===== src/core/ppcmd_regs.vh =====
// constants for the prom programmer read and status command block
`ifndef PPCMD_REGS_VH
`define PPCMD_REGS_VH
`define PPCMD_CLK_MHZ 125
`define PPCMD_TIMEOUT_US 3000
`define PPCMD_TIMEOUT_CYC (`PPCMD_TIMEOUT_US * `PPCMD_CLK_MHZ)
`define PPCMD_CNT_W 19
`define PPCMD_ALL_ONES 8'hFF
`define PPCMD_ZERO8 8'h00
// device status byte bit positions
`define PPCMD_DS_READY 0
`define PPCMD_DS_PRESENT 1
`define PPCMD_DS_ILLEGAL 2
`define PPCMD_DS_TIMEOUT 3
// operation status byte bit positions, as presented by the programmer
`define PPCMD_OS_BUSY 0
`define PPCMD_OS_COMPLETE 1
`define PPCMD_OS_FAIL 2
`define PPCMD_OS_PROG_ERR 3
`define PPCMD_OS_ADDR_ERR 4
`define PPCMD_OS_HW_FAIL 5
`define PPCMD_OS_BOARD_ERR 6
`define PPCMD_OS_MOD_TIMEOUT 7
`endif


===== src/core/ppcmd_timer.v =====
// three millisecond command timer
`timescale 1ns/1ps
`default_nettype none
`include "ppcmd_regs.vh"
module ppcmd_timer #(
  parameter [`PPCMD_CNT_W-1:0] LIMIT = `PPCMD_TIMEOUT_CYC
) (
  input wire clk,
  input wire rst_b,
  input wire start,
  input wire run,
  output reg expired
);
  reg [`PPCMD_CNT_W-1:0] count;
  always @(posedge clk) begin
    if (!rst_b) begin
      count <= {`PPCMD_CNT_W{1'b0}};
      expired <= 1'b0;
    end else if (start) begin
      count <= {`PPCMD_CNT_W{1'b0}};
      expired <= 1'b0;
    end else if (run && !expired) begin
      if (count >= LIMIT - 1'b1) begin
        expired <= 1'b1;
      end else begin
        count <= count + 1'b1;
      end
    end
  end
endmodule
`default_nettype wire


===== src/core/ppcmd_top.v =====
// polled data read and programmer status command engine
`timescale 1ns/1ps
`default_nettype none
`include "ppcmd_regs.vh"
module ppcmd_top #(
  parameter [`PPCMD_CNT_W-1:0] TIMEOUT_CYCLES = `PPCMD_TIMEOUT_CYC
) (
  input wire CLOCK,
  input wire RST_B,
  input wire POLLED_DATA_READ_CMD,
  input wire PROGRAMMER_STATUS_CMD,
  input wire HOST_READ,
  input wire PROGRAMMER_ACKNOWLEDGE,
  input wire [7:0] PROGRAMMER_READ_LINES,
  input wire PROGRAMMER_ATTACHED,
  input wire PROGRAMMER_POWERED,
  output reg PROGRAMMER_READ_STROBE_ZERO,
  output reg PROGRAMMER_READ_STROBE_ONE,
  output reg [7:0] HOST_DATA_BUFFER,
  output reg OUTPUT_FULL_FLAG,
  output reg COMMAND_DATA_FLAG,
  output reg [7:0] DEVICE_STATUS
);
  localparam [2:0] ST_IDLE = 3'b000;
  localparam [2:0] ST_DATA = 3'b001;
  localparam [2:0] ST_OPST = 3'b010;
  localparam [2:0] ST_WAIT = 3'b011;
  localparam [2:0] ST_DEVST = 3'b100;

  reg [2:0] state;
  reg [2:0] next_state;
  reg [7:0] next_buffer;
  reg next_full;
  reg ready;
  reg illegal;
  reg stuck;
  wire expired;

  ////////////////////////////////////////////////////////////////////////
  // the strobe states are the only ones in which the programmer may answer
  function is_open;
    input [2:0] st;
    begin
      is_open = (st == ST_DATA) || (st == ST_OPST);
    end
  endfunction

  // bit positions sit in the header so host code can share them; the bench uses literal masks
  function [7:0] pack_status;
    input r;
    input p;
    input i;
    input t;
    begin
      pack_status = `PPCMD_ZERO8;
      pack_status[`PPCMD_DS_READY] = r;
      pack_status[`PPCMD_DS_PRESENT] = p;
      pack_status[`PPCMD_DS_ILLEGAL] = i;
      pack_status[`PPCMD_DS_TIMEOUT] = t;
    end
  endfunction

  wire present = PROGRAMMER_ATTACHED & PROGRAMMER_POWERED;
  wire new_cmd = POLLED_DATA_READ_CMD | PROGRAMMER_STATUS_CMD;
  wire accept = new_cmd && (state == ST_IDLE);
  wire open_cmd = is_open(state);
  wire take = open_cmd && PROGRAMMER_ACKNOWLEDGE;
  // an ack wins over a timeout that falls in the same cycle
  wire abort = open_cmd && !PROGRAMMER_ACKNOWLEDGE && (expired || !present);
  wire closing = (state == ST_DEVST);
  wire load = take || abort || closing;
  // an absent unit reads as timed out without waiting for the timer
  wire timeout_bit = stuck | ~present;

  ////////////////////////////////////////////////////////////////////////
  // timer restarts on each accepted command and runs in every state except ST_IDLE
  ppcmd_timer #(
    .LIMIT(TIMEOUT_CYCLES)
  ) u_timer (
    .clk(CLOCK),
    .rst_b(RST_B),
    .start(accept),
    .run(state != ST_IDLE),
    .expired(expired)
  );

  ////////////////////////////////////////////////////////////////////////
  // polling mode setup is the host's job; the engine trusts it
  always @* begin
    next_state = state;
    case (state)
      ST_IDLE: begin
        if (POLLED_DATA_READ_CMD) begin
          next_state = ST_DATA;
        end else if (PROGRAMMER_STATUS_CMD) begin
          next_state = ST_OPST;
        end
      end
      ST_DATA: begin
        if (take || abort) begin
          next_state = ST_IDLE;
        end
      end
      ST_OPST: begin
        if (take) begin
          next_state = ST_WAIT;
        end else if (abort) begin
          next_state = ST_IDLE;
        end
      end
      ST_WAIT: begin
        if (!OUTPUT_FULL_FLAG) begin
          next_state = ST_DEVST;
        end
      end
      ST_DEVST: begin
        next_state = ST_IDLE;
      end
      default: begin
        next_state = ST_IDLE;
      end
    endcase
  end

  // operation status is always on the lines outside data reads
  always @* begin
    next_buffer = HOST_DATA_BUFFER;
    if (take) begin
      next_buffer = PROGRAMMER_READ_LINES;
    end else if (abort) begin
      next_buffer = `PPCMD_ALL_ONES;
    end else if (closing) begin
      next_buffer = pack_status(1'b1, present, illegal, timeout_bit);
    end
  end

  // a load beats a host read in the same cycle, so no fresh byte is lost
  always @* begin
    next_full = OUTPUT_FULL_FLAG;
    if (HOST_READ) begin
      next_full = 1'b0;
    end
    if (load) begin
      next_full = 1'b1;
    end
  end

  ////////////////////////////////////////////////////////////////////////
  always @(posedge CLOCK) begin
    if (!RST_B) begin
      state <= ST_IDLE;
    end else begin
      state <= next_state;
    end
  end

  always @(posedge CLOCK) begin
    if (!RST_B) begin
      ready <= 1'b1;
      illegal <= 1'b0;
      stuck <= 1'b0;
      DEVICE_STATUS <= `PPCMD_ZERO8;
    end else begin
      DEVICE_STATUS <= pack_status(ready, present, illegal, timeout_bit);
      if (accept) begin
        ready <= 1'b0;
        illegal <= 1'b0;
        stuck <= 1'b0;
      end else begin
        // a command that is not accepted can only arrive while busy
        if (new_cmd) begin
          illegal <= 1'b1;
        end
        if ((take && state == ST_DATA) || closing) begin
          ready <= 1'b1;
        end
        if (abort || (state == ST_WAIT && expired)) begin
          stuck <= 1'b1;
        end
      end
    end
  end

  // one strobe stands from accept until the answer, the timeout or loss of the unit
  always @(posedge CLOCK) begin
    if (!RST_B) begin
      PROGRAMMER_READ_STROBE_ZERO <= 1'b0;
      PROGRAMMER_READ_STROBE_ONE <= 1'b0;
    end else if (accept) begin
      PROGRAMMER_READ_STROBE_ZERO <= POLLED_DATA_READ_CMD;
      PROGRAMMER_READ_STROBE_ONE <= ~POLLED_DATA_READ_CMD;
    end else if (take || abort) begin
      PROGRAMMER_READ_STROBE_ZERO <= 1'b0;
      PROGRAMMER_READ_STROBE_ONE <= 1'b0;
    end
  end

  always @(posedge CLOCK) begin
    if (!RST_B) begin
      HOST_DATA_BUFFER <= `PPCMD_ZERO8;
      OUTPUT_FULL_FLAG <= 1'b0;
      COMMAND_DATA_FLAG <= 1'b0;
    end else begin
      HOST_DATA_BUFFER <= next_buffer;
      OUTPUT_FULL_FLAG <= next_full;
      if (accept) begin
        COMMAND_DATA_FLAG <= 1'b0;
      end else if (abort) begin
        COMMAND_DATA_FLAG <= 1'b1;
      end
    end
  end
endmodule
`default_nettype wire


===== config.mk =====
export PLATFORM = sky130hd
export DESIGN_NAME = ppcmd_top
export DESIGN_NICKNAME = d
export VERILOG_FILES = /design/src/core/ppcmd_timer.v /design/src/core/ppcmd_top.v
export VERILOG_INCLUDE_DIRS = /design/src /design/src/core
export SDC_FILE = /design/constraint.sdc
export NUM_CORES = 1
export LEC_CHECK = 0
export BUFFER_PORTS_ARGS = -buffer_cell sky130_fd_sc_hd__buf_2
export CORE_MARGIN = 2
export CORE_UTILIZATION = 35
export CTS_CLUSTER_DIAMETER = 150
export DETAILED_ROUTE_END_ITERATION = 12
export HOLD_SLACK_MARGIN = 0.1
export PLACE_DENSITY_LB_ADDON = 0.25
export SYNTH_ARGS = -nofsm -noshare
export SYNTH_HDL_FRONTEND = slang
export SYNTH_SLANG_ARGS = --single-unit
export TNS_END_PERCENT = 50

===== constraint.sdc =====
create_clock -name CLOCK -period 2.68 [get_ports CLOCK]
set_input_delay 0.402 -clock CLOCK [delete_from_list [all_inputs] [get_ports CLOCK]]
set_output_delay 0.402 -clock CLOCK [all_outputs]
set_load 0.05 [all_outputs]

== Word-level counts from Yosys, hierarchy flattened ==
Cells that the tools add are included.
Word-level totals
  logic and storage cells: 73
  output and inout port bits: 20
  flip-flop bits (word level): 46
  bits of input ports: 16
Cells by class
  eq/ne operators: 8
  reductions and logical operators: 26
  add/sub/neg operators: 1
  multiplexer cells: 17
  bitwise logic cells: 7
  magnitude comparators: 1
Operator list (number)
  $mux W8: 3
  $add A19 B1 Y19 const B: 1
  $ge A19 B19 Y1 const B: 1
  $mux W3: 6
  $pmux W3 S4: 1
  $logic_and A1 B1 Y1: 7
  $mux W1: 7
  $eq A3 B2 Y1 const B: 2
  $logic_or A1 B1 Y1: 6
  $ne A3 B3 Y1 const B: 2
  $reduce_bool A2 Y1: 3
  $reduce_bool A3 Y1: 2
  $not A1 Y1: 4
  $reduce_and A2 Y1: 2
  $reduce_and A4 Y1: 1
  $eq A3 B1 Y1 const B: 1
  $eq A3 B3 Y1 const B: 1
  $logic_not A1 Y1: 3
  $logic_not A3 Y1: 1
  $ne A2 B1 Y1 const B: 1
  $ne A2 B2 Y1 const B: 1
  $or A1 B1 Y1: 2
  $reduce_or A2 Y1: 1
  $and A1 B1 Y1: 1

== Logic depth before layout (Yosys ltp) ==
Gate-level depths: netlist (run 1).
  depth in word-level cells: 7
  gate-level depth with buffers: 7
  gate-level depth less buffers: 6

== By module ==
From an unflattened synthesis (run 1), not the netlist that was laid out.
Second synthesis, totals
  cell total of the unflattened synthesis: 240
  area total of the unflattened synthesis: 2085.8 um^2
Modules (own cells, without submodules)
  ppcmd_timer: sequential area each 400.4 um^2, area each 1064.8 um^2, instances 1, cells an instance 134
  ppcmd_top: sequential area each 440.4 um^2, area each 1021.0 um^2, instances 1, cells an instance 106

== Worst setup path after synthesis (run 1) ==
Ideal clock, no wire load.
  path type: reg2reg
  start: reg u_timer.count[0]
  end: reg u_timer.count[11]
  cell stages (with the launch flop): 8
  data required time: 2.610 ns
  clock period less this slack: 1.947 ns
  setup slack: 0.733 ns
  library setup time: 0.070 ns
  path buffers: 1
  arrival: 1.877 ns
  path through: dfxtp_1 > ha_1 > and4_1 > a41o_1 > nor2b_4 > buf_6 > or4_1 > a21oi_1
Between the ends
  longest elaborated chain between the ends: 3
  elaborated cells between the ends (all ways): 4
  classes of those cells: add/sub (1); order compare (1); bitwise (1); reduce/logical (1)
RTL lines
  from (decl): line ppcmd_timer.v:14  | reg [`PPCMD_CNT_W-1:0] count;
  from (signal assigned): line ppcmd_timer.v:17  | count <= {`PPCMD_CNT_W{1'b0}};
  from (signal assigned): line ppcmd_timer.v:20  | count <= {`PPCMD_CNT_W{1'b0}};
  from (signal assigned): line ppcmd_timer.v:26  | count <= count + 1'b1;
  $ge A19 B19 Y1: line ppcmd_timer.v:23  | if (count >= LIMIT - 1'b1) begin
  $not A1 Y1 (no line)
  $reduce_and A2 Y1 (no line)
Parallel ways exist; a longest one is shown, timed or not.
A chain may end at the register's enable or synchronous reset.

== Worst setup path after layout (run 1) ==
  start: reg u_timer.count[0]
  end: reg u_timer.count[18]
The elaborated chain is that of the path after synthesis.

==> results of run 1 <==
[final cells by class]
class,count,area [sq um]
clock inverter,2,37.5
fill,596,3520
timing repair buffer,33,170
multi-input combinational,189,1240
tap,75,93.8
inverter,2,7.51
clock buffer,6,72.6
sequential,42,841
[state kept, by name, indices dropped and copies added (netlist names)]
register and flops:
u_timer.count 19, HOST_DATA_BUFFER 8, DEVICE_STATUS 4, state 3, COMMAND_DATA_FLAG 1, OUTPUT_FULL_FLAG 1, PROGRAMMER_READ_STROBE_ONE 1, PROGRAMMER_READ_STROBE_ZERO 1
illegal 1, ready 1, stuck 1, u_timer.expired 1
[metal layers]
layer / vias up / wire length [microns]
met5: - / 0
met4: 0 / 99
met3: 7 / 165
met2: 33 / 2100
met1: 881 / 2540
li1: 976 / -
[worst max-delay path: cells and delay by family, from the launching register on]
family	cells	cell delay, ns
simple gates	3	0.92
flops	1	0.40
compound gates	2	0.37
fa+ha+maj	1	0.29
[power by group]
part | internal (mW) | leakage, nW | switching (mW)
registers | 0.662 | 0.342 | 0.0272
logic | 0.0960 | 0.537 | 0.231
clock network | 0.278 | 0.0514 | 0.227
total | 1.04 | 0.931 | 0.485
[final timing paths]
path         slack (ns)                          to                  startpoint
min                0.35                     illegal       PROGRAMMER_STATUS_CMD
max reg2reg        0.58           u_timer.count[18]            u_timer.count[0]
min reg2reg        0.46  PROGRAMMER_READ_STROBE_ONE  PROGRAMMER_READ_STROBE_ONE
max                0.58           u_timer.count[18]            u_timer.count[0]
[cells in the final DEF, fill, tap and decap left out, drive strengths merged, types with 6 or more instances in the layout]
master / Yosys / final
a21oi: 18 / 18
buf: 12 / 33
clkbuf: 5 / 6
dfxtp: 42 / 42
nand2: 20 / 20
nand3: 8 / 8
nand4: 9 / 9
nor2: 18 / 18
nor2b: 7 / 7
nor3: 6 / 6
o21ai: 11 / 11
o31ai: 7 / 7
or3: 9 / 9
or4: 7 / 7
[cells by family (layout without fill, tap and decap cells)]
family | Yosys count | after routing | synth area share, %
AND/OR/NAND/NOR | 112 | 112 | 31.8
AO/OA/AOI/OAI | 68 | 68 | 22.0
flip-flops | 42 | 42 | 38.4
buffers and inverters | 19 | 43 | 5.26
multiplexers | 3 | 3 | 1.37
adder cells (fa/ha/maj) | 1 | 1 | 0.572
other | 1 | 4 | 0.171
XOR/XNOR | 1 | 1 | 0.400
[through the flow]
step | total power [mW] | worst slack [ns] | util, % | cells
after floorplan | 0.960 | 0.733 | - | 250
after global placement | 1.03 | 0.675 | 39.3 | 341
after detailed placement | 1.03 | 0.598 | 39.3 | 341
after CTS | 1.54 | 0.580 | 41.2 | 349
after global routing | 1.60 | 0.369 | 41.2 | 349
final | 1.52 | 0.584 | 41.2 | 349
==> impl_metrics.yaml, run 1 <==
run_status:
  status: "completed"
sta:
  final-max-slew-violation-count: 0
  whs_ns: 0.350
  fin_skew_ns: 0.00890
  final-setup-viol-count: 0
  top_achievable_clock_speed_ghz: 0.477
  timing.setup.tns_ns: 0
  slew_headroom_pct: 59.6
  hold_violations: 0
  finalWorstPathRequiredPeriod_ns: 2.10
  unrepaired_setup_endpoints_after_global_routing: "false"
  worst_slew_pin_slew_ns: 0.604
  fin_crit_sh_pct: 78.2
cts:
  cts.repair.resized: 0
  tritoncts_buffer_count: 5
  worstSkewPairLatency_ns: 0.30
  cts-hold-fix-buffers: 0
  cts-htree-levels: 2
  clk_root_buffer_cell: "sky130_fd_sc_hd__clkbuf_8"
  max-clock-path-buffers: 2
  cts_tree: "done"
  clock_sinks: 42
  post_cts_buffers: 0
  clk_pin_slew_worst_paths_ns: 0.08
min_path:
  hold_path.class: "input pin to flip-flop"
  holdPathStages: 3
global_route:
  antenna_found_initial: 0
  grt_max_degree: 33
  grt_use_met2_pct: 22.1
  globalRouteOverflowTotal: 0
  first_global_vias: 1765
  grt_pass1_wl_mm: 8.59
  global_route_met3_usage_pct: 3.58
  gr-usage-all-layers_pct: 15.2
  gr-usage-met1_pct: 21.4
  grt_most_used_layer: "met2"
routing:
  drt-wirelength-per-cell_microns: 14.1
  via_count: 1897
  routed_wl_mm: 4.90
  drt_first_pass_iters: 4
  drc_errors: 0
  route.antenna.remaining_nets: 0
  detail_route.vias_per_cell: 5.44
  drt_iter0_drc: 123
yosys:
  seq_area_frac_synth_pct: 38.4
  syn-instance-count: 247
  synth_enable_flop_cells: 0
  synth_top_area_share_pct: 38.4
  synth_area_leader_cell: "sky130_fd_sc_hd__dfxtp_1"
  synth_common_cells: "sky130_fd_sc_hd__dfxtp_1, sky130_fd_sc_hd__nand2_1, sky130_fd_sc_hd__a21oi_1"
  synthArstFlopShare_pct: 0
  synth_area_sq_mm: 0.00219
  yosys_most_used_dff: "sky130_fd_sc_hd__dfxtp_1"
  ys_seq_elements: 42
  synthTopCellsByArea: "sky130_fd_sc_hd__dfxtp_1, sky130_fd_sc_hd__a21oi_1, sky130_fd_sc_hd__nand2_1, sky130_fd_sc_hd__nor2_1, sky130_fd_sc_hd__nand4_1"
  synthesis.area_per_instance_sq_um: 8.86
  netlist-cell-type-count: 58
  synthMostInstantiatedCell: "sky130_fd_sc_hd__dfxtp_1"
  ys_warn_count: 0
setup_path:
  critical_path.endpoint_type: "flip-flop"
  cp_max_fo: 32
  slowest_cell_delay_on_critical_path_ns: 0.53
  critical-path-slowest-cell: "sky130_fd_sc_hd__nor2b_4"
  worst_r2r_path_depth: 6
  worst_ep_arrival_time_ns: 2.30
  setup.worst_path.class: "flip-flop to flip-flop"
  data_required_time_of_the_worst_path_ns: 2.88
  critical_path.startpoint_type: "flip-flop"
  timing.critical_path.cells: "ha_1, and4_1, a41o_1, nor2b_4, nor3_1, o21a_1"
flow_run:
  max_cap_violations: 0
power_and_ir_drop:
  vdd.ir_drop.worst_mv: 0.266
  power-per-cell-area_mw_per_mm2: 617
  p_leak_nw: 0.931
placed_design:
  portBuffers: 31
  dp_hpwl_mm: 3.49
  dpl-instance-area_sq_mm: 0.00236
  place.gp.congestion: 0.817
final_layout:
  diodes: 0
  design.final.nets: 290
  flow.area_growth_from_synthesis_pct: 12.7
  design_area_sq_mm: 0.00247
  post_route_cells_drive_above_1_share_pct: 19.0
floorplan:
  die_width_microns: 83.1
  io_pins: 36
  starting_density_of_the_core_pct: 36.5
  core-area_sq_mm: 0.00599
  floorplan.die_area_sq_mm: 0.00690
  core.rowCount: 28
  chipHeight_microns: 83.1
Note: power is estimated with default switching activity, not from simulation.
==> inputs of run 2 (changes only) <==
Clock period 2.68 ns to 1.75 ns, I/O delays scaled along.
==> run 2 against run 1 <==
The flow now finishes with violations (negative setup slack). Count of clock-buffer cells in the layout unchanged. Hold slack got worse by 0.12 ns. Clock power up 57%. Sequential cell count unchanged. Sequential power rose by 52%. Total power grew 62%. Die area stayed put.
==> impl_metrics.yaml, run 2 (synthesized netlist as in run 1, its figures left out) <==
sta:
  fin_skew_ns: 0.0103
  whs_ns: 0.227
  finalWorstPathRequiredPeriod_ns: 1.85
  final-max-slew-violation-count: 0
  unrepaired_setup_endpoints_after_global_routing: "true"
  hold_violations: 0
  final-setup-viol-count: 17
  fin_ws_ns: -0.104
  fin_crit_sh_pct: 106
  top_achievable_clock_speed_ghz: 0.540
cts:
  clk_pin_slew_worst_paths_ns: 0.09
  clk_root_buffer_cell: "sky130_fd_sc_hd__clkbuf_8"
  cts-htree-levels: 2
  tritoncts_buffer_count: 5
  max-clock-path-buffers: 2
  worstSkewPairLatency_ns: 0.30
  cts-hold-fix-buffers: 0
  cts_tree: "done"
  clock_sinks: 42
floorplan:
  starting_density_of_the_core_pct: 36.5
  floorplan.die_area_sq_mm: 0.00690
  core-area_sq_mm: 0.00599
  chipHeight_microns: 83.1
  die_width_microns: 83.1
  core.rowCount: 28
  io_pins: 36
routing:
  via_count: 2297
  drt_iter0_drc: 172
  detail_route.vias_per_cell: 5.48
  route.antenna.remaining_nets: 0
  drt-wirelength-per-cell_microns: 15.0
  drt_first_pass_iters: 4
  drc_errors: 0
  routed_wl_mm: 6.29
final_layout:
  mostFrequentLayoutCell: "sky130_fd_sc_hd__buf_4"
  layout_fillers: 560
  most-common-layout-cells: "sky130_fd_sc_hd__buf_4, sky130_fd_sc_hd__dfxtp_1, sky130_fd_sc_hd__buf_2"
  biggest_regs: "u_timer.count x19, HOST_DATA_BUFFER x8, DEVICE_STATUS x4"
  final_util_pct: 52.8
  flow.area_growth_from_synthesis_pct: 44.7
  diodes: 0
  design.final.nets: 360
  post_route_cells_drive_above_1_share_pct: 44.2
  largest_register_ffs: 19
  max_flop_register: "u_timer.count"
run_status:
  failed_checks: "negative setup slack"
  status: "finished, violations left"
power_and_ir_drop:
  vdd.ir_drop.worst_mv: 0.439
  p_leak_nw: 1.30
  power-per-cell-area_mw_per_mm2: 780
  p_sw_share_pct: 32.4
  clkPwrFrac_pct: 32.1
  seq_power_share_pct: 42.4
  power_mw: 2.47
  intPower_mw: 1.67
  p_switching_uw: 799
  power.combinational.fraction_pct: 25.6
setup_path:
  critical_path.endpoint_type: "flip-flop"
  setup.worst_path.class: "flip-flop to flip-flop"
  critical_path.most_common_cell: "sky130_fd_sc_hd__nand4_1"
  critPathTopFamily: "simple AND/OR/NAND/NOR gates"
  critical_path_buf_inv_count: 1
  worst_ep_arrival_time_ns: 2.09
  cp_max_fo: 5
  critical-path-slowest-cell: "sky130_fd_sc_hd__or3_4"
  critical_path.startpoint_type: "flip-flop"
  timing.critical_path.cells: "nand4_1, nor4_4, buf_4, nand4_1, or3_4, a21oi_2"
  slowest_cell_delay_on_critical_path_ns: 0.42
  data_required_time_of_the_worst_path_ns: 1.99
placed_design:
  pre_cts_ws_ns: -0.102
  place.gp.congestion: 0.804
  dp_hpwl_mm: 4.14
  portBuffers: 31
global_route:
  antenna_found_initial: 0
  grt_pass1_wl_mm: 9.58
  gr-usage-all-layers_pct: 16.8
  first_global_vias: 1982
  globalRouteOverflowTotal: 0
  grt_max_degree: 21
flow_run:
  max_cap_violations: 0
min_path:
  hold_path.class: "input pin to flip-flop"
-- run 2: cell types whose count changed in the layout (fill, tap and decap cells not counted), moves of 6 or more --
cell                      change
sky130_fd_sc_hd__a21oi_1      -6
sky130_fd_sc_hd__buf_4       +61
sky130_fd_sc_hd__buf_6        +6
sky130_fd_sc_hd__a21oi_2      +6
sky130_fd_sc_hd__dfxtp_1     -10
-- run 2: repair_timing --
| item | CTS | global route |
|---|---|---|
| setup buffers | 5 | 10 |
| gates resized for setup | 9 | 37 |
| setup endpoints to repair | 20 | 30 |
| cloned | 1 | 2 |
| hold endpoints to repair | 0 | 0 |
| pin swaps | 4 | 22 |
-- run 2: worst paths after layout --
check	end	slack [ns]	from	cells after the start
worst min-delay path	illegal	0.23	PROGRAMMER_STATUS_CMD	3
worst min register to register	PROGRAMMER_READ_STROBE_ONE	0.47	PROGRAMMER_READ_STROBE_ONE	2
worst max-delay path	u_timer.count[17]	-0.10	u_timer.count[6]	6
worst max register to register	u_timer.count[17]	-0.10	u_timer.count[6]	6
-- run 2: area by class of cell --
class / count / area (sq um) / share of cell area, %
well taps: 75 / 93.8 / 2.96
clock inverters: 2 / 36.3 / 1.15
repair buffers: 100 / 696 / 22.0
clock buffers: 6 / 72.6 / 2.29
inverters: 2 / 7.51 / 0.237
flip-flops and latches: 42 / 866 / 27.4
multi-input cells: 192 / 1390 / 44.0
-- run 2: worst reg2reg max path: cells and delay by family (launching register included) --
kind	cells	cell delay (ns)
AO/OA/AOI/OAI	1	0.12
flip-flops	1	0.38
buffers and inverters	1	0.18
AND/OR/NAND/NOR	4	1.12
-- run 2: routing by layer --
layer | global-route usage [%] | part of all wire [%]
met2 | 24.9 | 47
met3 | 2.68 | 3.9
met4 | 6.26 | 1.5
met1 | 24.6 | 48
met5 | 0 | 0
-- run 2: power groups by stage --
stage                     combinational [mW]  sequential (mW)  clock [mW]
after floorplan                        0.255             1.22           0
after global placement                 0.604             1.07           0
after detailed placement               0.605             1.07           0
after CTS                              0.608             1.05       0.811
after global routing                   0.676             1.05       0.844
final                                  0.631             1.05       0.792
-- run 2: metrics by stage --
stage / std cells / TNS [ns] / area [sq um]
2_1_floorplan: 250 / 0 / 2220
3_3_place_gp: 393 / -0.211 / 2760
3_5_place_dp: 393 / -0.861 / 2760
4_1_cts: 407 / -0.602 / 2940
5_1_grt: 419 / -2.44 / 3170
6_report: 419 / -0.989 / 3170
==> inputs of run 3 (changes only) <==
Settings changed: SYNTH_HIERARCHICAL from default to 1.
==> run 3 against run 2 <==
The flow still finishes with violations (negative setup slack). Final cell count down 11%. Clock power fell by 19%. Maximum frequency increased by 3.1%. Cell area decreased by 16%. Global-route usage down 1.1 points. Total power down 6.6%. Area after synthesis down 4.7%. Routed wire length fell by 22%. Via count shrank 14%. Critical path type unchanged. Critical endpoint is now u_timer/count[10]. Largest power group unchanged. Highest routed layer unchanged.
==> impl_metrics.yaml, run 3 <==
floorplan:
  die_width_microns: 81.2
  chipHeight_microns: 81.2
  starting_density_of_the_core_pct: 35.7
  core-area_sq_mm: 0.00585
  core.rowCount: 28
  floorplan.die_area_sq_mm: 0.00659
  io_pins: 36
setup_path:
  data_required_time_of_the_worst_path_ns: 1.98
  critical_path.endpoint_type: "flip-flop"
  setup.worst_path.class: "flip-flop to flip-flop"
  critical_path.reg2reg.startpoint: "u_timer/count[1]"
  cp_max_fo: 6
  crit-reg2reg-capture: "u_timer/count[10]"
  worst_ep_arrival_time_ns: 2.03
  worst_r2r_path_depth: 6
  reg2reg_slack_ns: -0.05
  critical_path.startpoint_type: "flip-flop"
routing:
  drc_errors: 0
  routed_wl_mm: 4.91
  detail_route.vias_per_cell: 5.28
  route.antenna.remaining_nets: 0
  via_count: 1968
  drt-wirelength-per-cell_microns: 13.2
  drt_first_pass_iters: 5
  drt_iter0_drc: 90
min_path:
  holdPathStages: 2
  critical_hold_path_startpoint: "PROGRAMMER_READ_LINES[0]"
  hold_path.class: "input pin to flip-flop"
  min_to: "HOST_DATA_BUFFER[0]"
power_and_ir_drop:
  p_sw_share_pct: 34.0
  clkPwrFrac_pct: 27.9
  p_switching_uw: 784
  intPower_mw: 1.52
  power.combinational.fraction_pct: 26.8
  seq_power_share_pct: 45.3
  p_leak_nw: 1.00
  power-per-cell-area_mw_per_mm2: 862
  power_mw: 2.31
  vdd.ir_drop.worst_mv: 0.501
sta:
  finalWorstPathRequiredPeriod_ns: 1.80
  fin_skew_ns: 0.00734
  fin_crit_sh_pct: 103
  top_achievable_clock_speed_ghz: 0.556
  final-max-slew-violation-count: 0
  fin_ws_ns: -0.0484
  whs_ns: 0.230
  final-setup-viol-count: 6
  hold_violations: 0
  unrepaired_setup_endpoints_after_global_routing: "true"
global_route:
  antenna_found_initial: 0
  gr-usage-all-layers_pct: 15.7
  first_global_vias: 1822
  grt_pass1_wl_mm: 8.20
  globalRouteOverflowTotal: 0
  grt_max_degree: 23
yosys:
  synth_common_cells: "sky130_fd_sc_hd__dfxtp_1, sky130_fd_sc_hd__a21oi_1, sky130_fd_sc_hd__nand2_1"
  synthesis.area_per_instance_sq_um: 8.69
  synth_top_area_share_pct: 40.3
  synth_area_leader_cell: "sky130_fd_sc_hd__dfxtp_1"
  netlist-cell-type-count: 51
  seq_area_frac_synth_pct: 40.3
  synthMostInstantiatedCell: "sky130_fd_sc_hd__dfxtp_1"
  synthArstFlopShare_pct: 0
  ys_warn_count: 6
  synth_area_sq_mm: 0.00209
  ys_seq_elements: 42
  syn-instance-count: 240
  synthTopCellsByArea: "sky130_fd_sc_hd__dfxtp_1, sky130_fd_sc_hd__a21oi_1, sky130_fd_sc_hd__nand3_1, sky130_fd_sc_hd__o21ai_0, sky130_fd_sc_hd__nand2_1"
  synth_enable_flop_cells: 0
  yosys_most_used_dff: "sky130_fd_sc_hd__dfxtp_1"
cts:
  worstSkewPairLatency_ns: 0.29
  clk_root_buffer_cell: "sky130_fd_sc_hd__clkbuf_8"
  clock_sinks: 42
  cts-htree-levels: 2
  clk_pin_slew_worst_paths_ns: 0.09
  tritoncts_buffer_count: 5
  cts_tree: "done"
  max-clock-path-buffers: 2
final_layout:
  mostFrequentLayoutCell: "sky130_fd_sc_hd__dfxtp_1"
  final_non_filler_cell_total: 373
  design_area_sq_mm: 0.00267
  largest_register_ffs: 19
  post_route_cells_drive_above_1_share_pct: 34.9
  design.final.nets: 314
  flow.area_growth_from_synthesis_pct: 28.2
  diodes: 0
  max_flop_register: "u_timer/count"
  biggest_regs: "u_timer/count x19, HOST_DATA_BUFFER x8, DEVICE_STATUS x4"
  most-common-layout-cells: "sky130_fd_sc_hd__dfxtp_1, sky130_fd_sc_hd__buf_2, sky130_fd_sc_hd__buf_4"
run_status:
  failed_checks: "negative setup slack"
  status: "finished, violations left"
placed_design:
  portBuffers: 31
  dpl-instance-area_sq_mm: 0.00247
  place.gp.congestion: 0.816
  placed_cells: 360
  dp_hpwl_mm: 3.37
flow_run:
  max_cap_violations: 0
-- run 3: changes by cell type in the layout (fill, tap and decap cells not counted), sizes merged, moves of 4 or more --
| cell | previous run | this run |
|---|---|---|
| buf | 100 | 62 |
| nor2 | 18 | 9 |
| nand3 | 8 | 16 |
| nor2b | 10 | 4 |
| a21oi | 18 | 23 |
| inv | 3 | 8 |
| a221oi | 4 | 0 |
-- run 3: repair_timing --
| action | in CTS | in global routing |
|---|---|---|
| setup endpoints to repair | 11 | 18 |
| hold buffers | 0 | 0 |
| gates cloned | 2 | 0 |
| resized for setup | 7 | 14 |
| setup buffers | 0 | 3 |
| pin swaps | 7 | 13 |
-- run 3: cell type report --
cell class	count	area [sq um]
Clock buffer	5	68.8
Clock inverter	3	21.3
Fill cell	583	3180
Inverter	8	30.0
Multi-Input combinational cell	178	1210
Sequential cell	42	847
Tap cell	75	93.8
Timing Repair Buffer	62	403
-- run 3: cell families (layout without fill, tap and decap cells) --
kind of cell             after synthesis  after routing  share of synthesized area, %
adder cells (fa/ha/maj)                1              1                         0.600
flip-flops                            42             42                          40.3
multiplexers                           2              2                          1.56
AO/OA/AOI/OAI                         73             75                          23.2
XOR/XNOR                               2              2                          1.20
buffers and inverters                 25             78                          6.42
AND/OR/NAND/NOR                       94             94                          26.6
other                                  1              4                         0.180
-- run 3: worst max-delay path, stage by stage, from the launching register on --
cell and delay [ns]:
sky130_fd_sc_hd__dfxtp_2 0.35, sky130_fd_sc_hd__ha_4 0.16, sky130_fd_sc_hd__a21oi_2 0.10, sky130_fd_sc_hd__o211ai_1 0.20, sky130_fd_sc_hd__o21a_2 0.32, sky130_fd_sc_hd__or4_4 0.49, sky130_fd_sc_hd__a21oi_2 0.12
-- run 3: metal layers --
layer,global-route usage [%],share of wire [%],up-vias
met5,0,0,-
met4,4.07,0.86,0
met3,3.56,5.0,4
met2,27.7,50,44
met1,19.2,45,921
li1,-,-,999
-- run 3: power groups by stage --
| stage | clock network [mW] | registers [mW] | logic (mW) |
|---|---|---|---|
| 6_report | 0.643 | 1.04 | 0.618 |
| 5_1_grt | 0.714 | 1.05 | 0.672 |
| 4_1_cts | 0.676 | 1.04 | 0.585 |
| 3_5_place_dp | 0 | 1.06 | 0.554 |
| 3_3_place_gp | 0 | 1.06 | 0.552 |
| 2_1_floorplan | 0 | 1.20 | 0.289 |
-- run 3: worst max-delay path by stage --
stage / from / end / slack [ns]
after CTS: state[0] / u_timer/count[2] / -0.008
after floorplan: u_timer/count[0] / u_timer/count[14] / 0.01
final: u_timer/count[1] / u_timer/count[10] / -0.05
after global routing: u_timer/count[1] / u_timer/count[2] / -0.10
after global placement: state[1] / u_timer/count[6] / -0.06
after detailed placement: state[1] / u_timer/count[15] / -0.11
-- run 3: stage by stage --
stage                     util, %  setup slack, ns  TNS [ns]
final                        45.7          -0.0484    -0.145
after global routing         45.7           -0.100    -0.922
after CTS                    44.4         -0.00811   -0.0148
after detailed placement     42.2           -0.113    -0.879
after global placement       42.2          -0.0618    -0.483
after floorplan                 -          0.00973         0
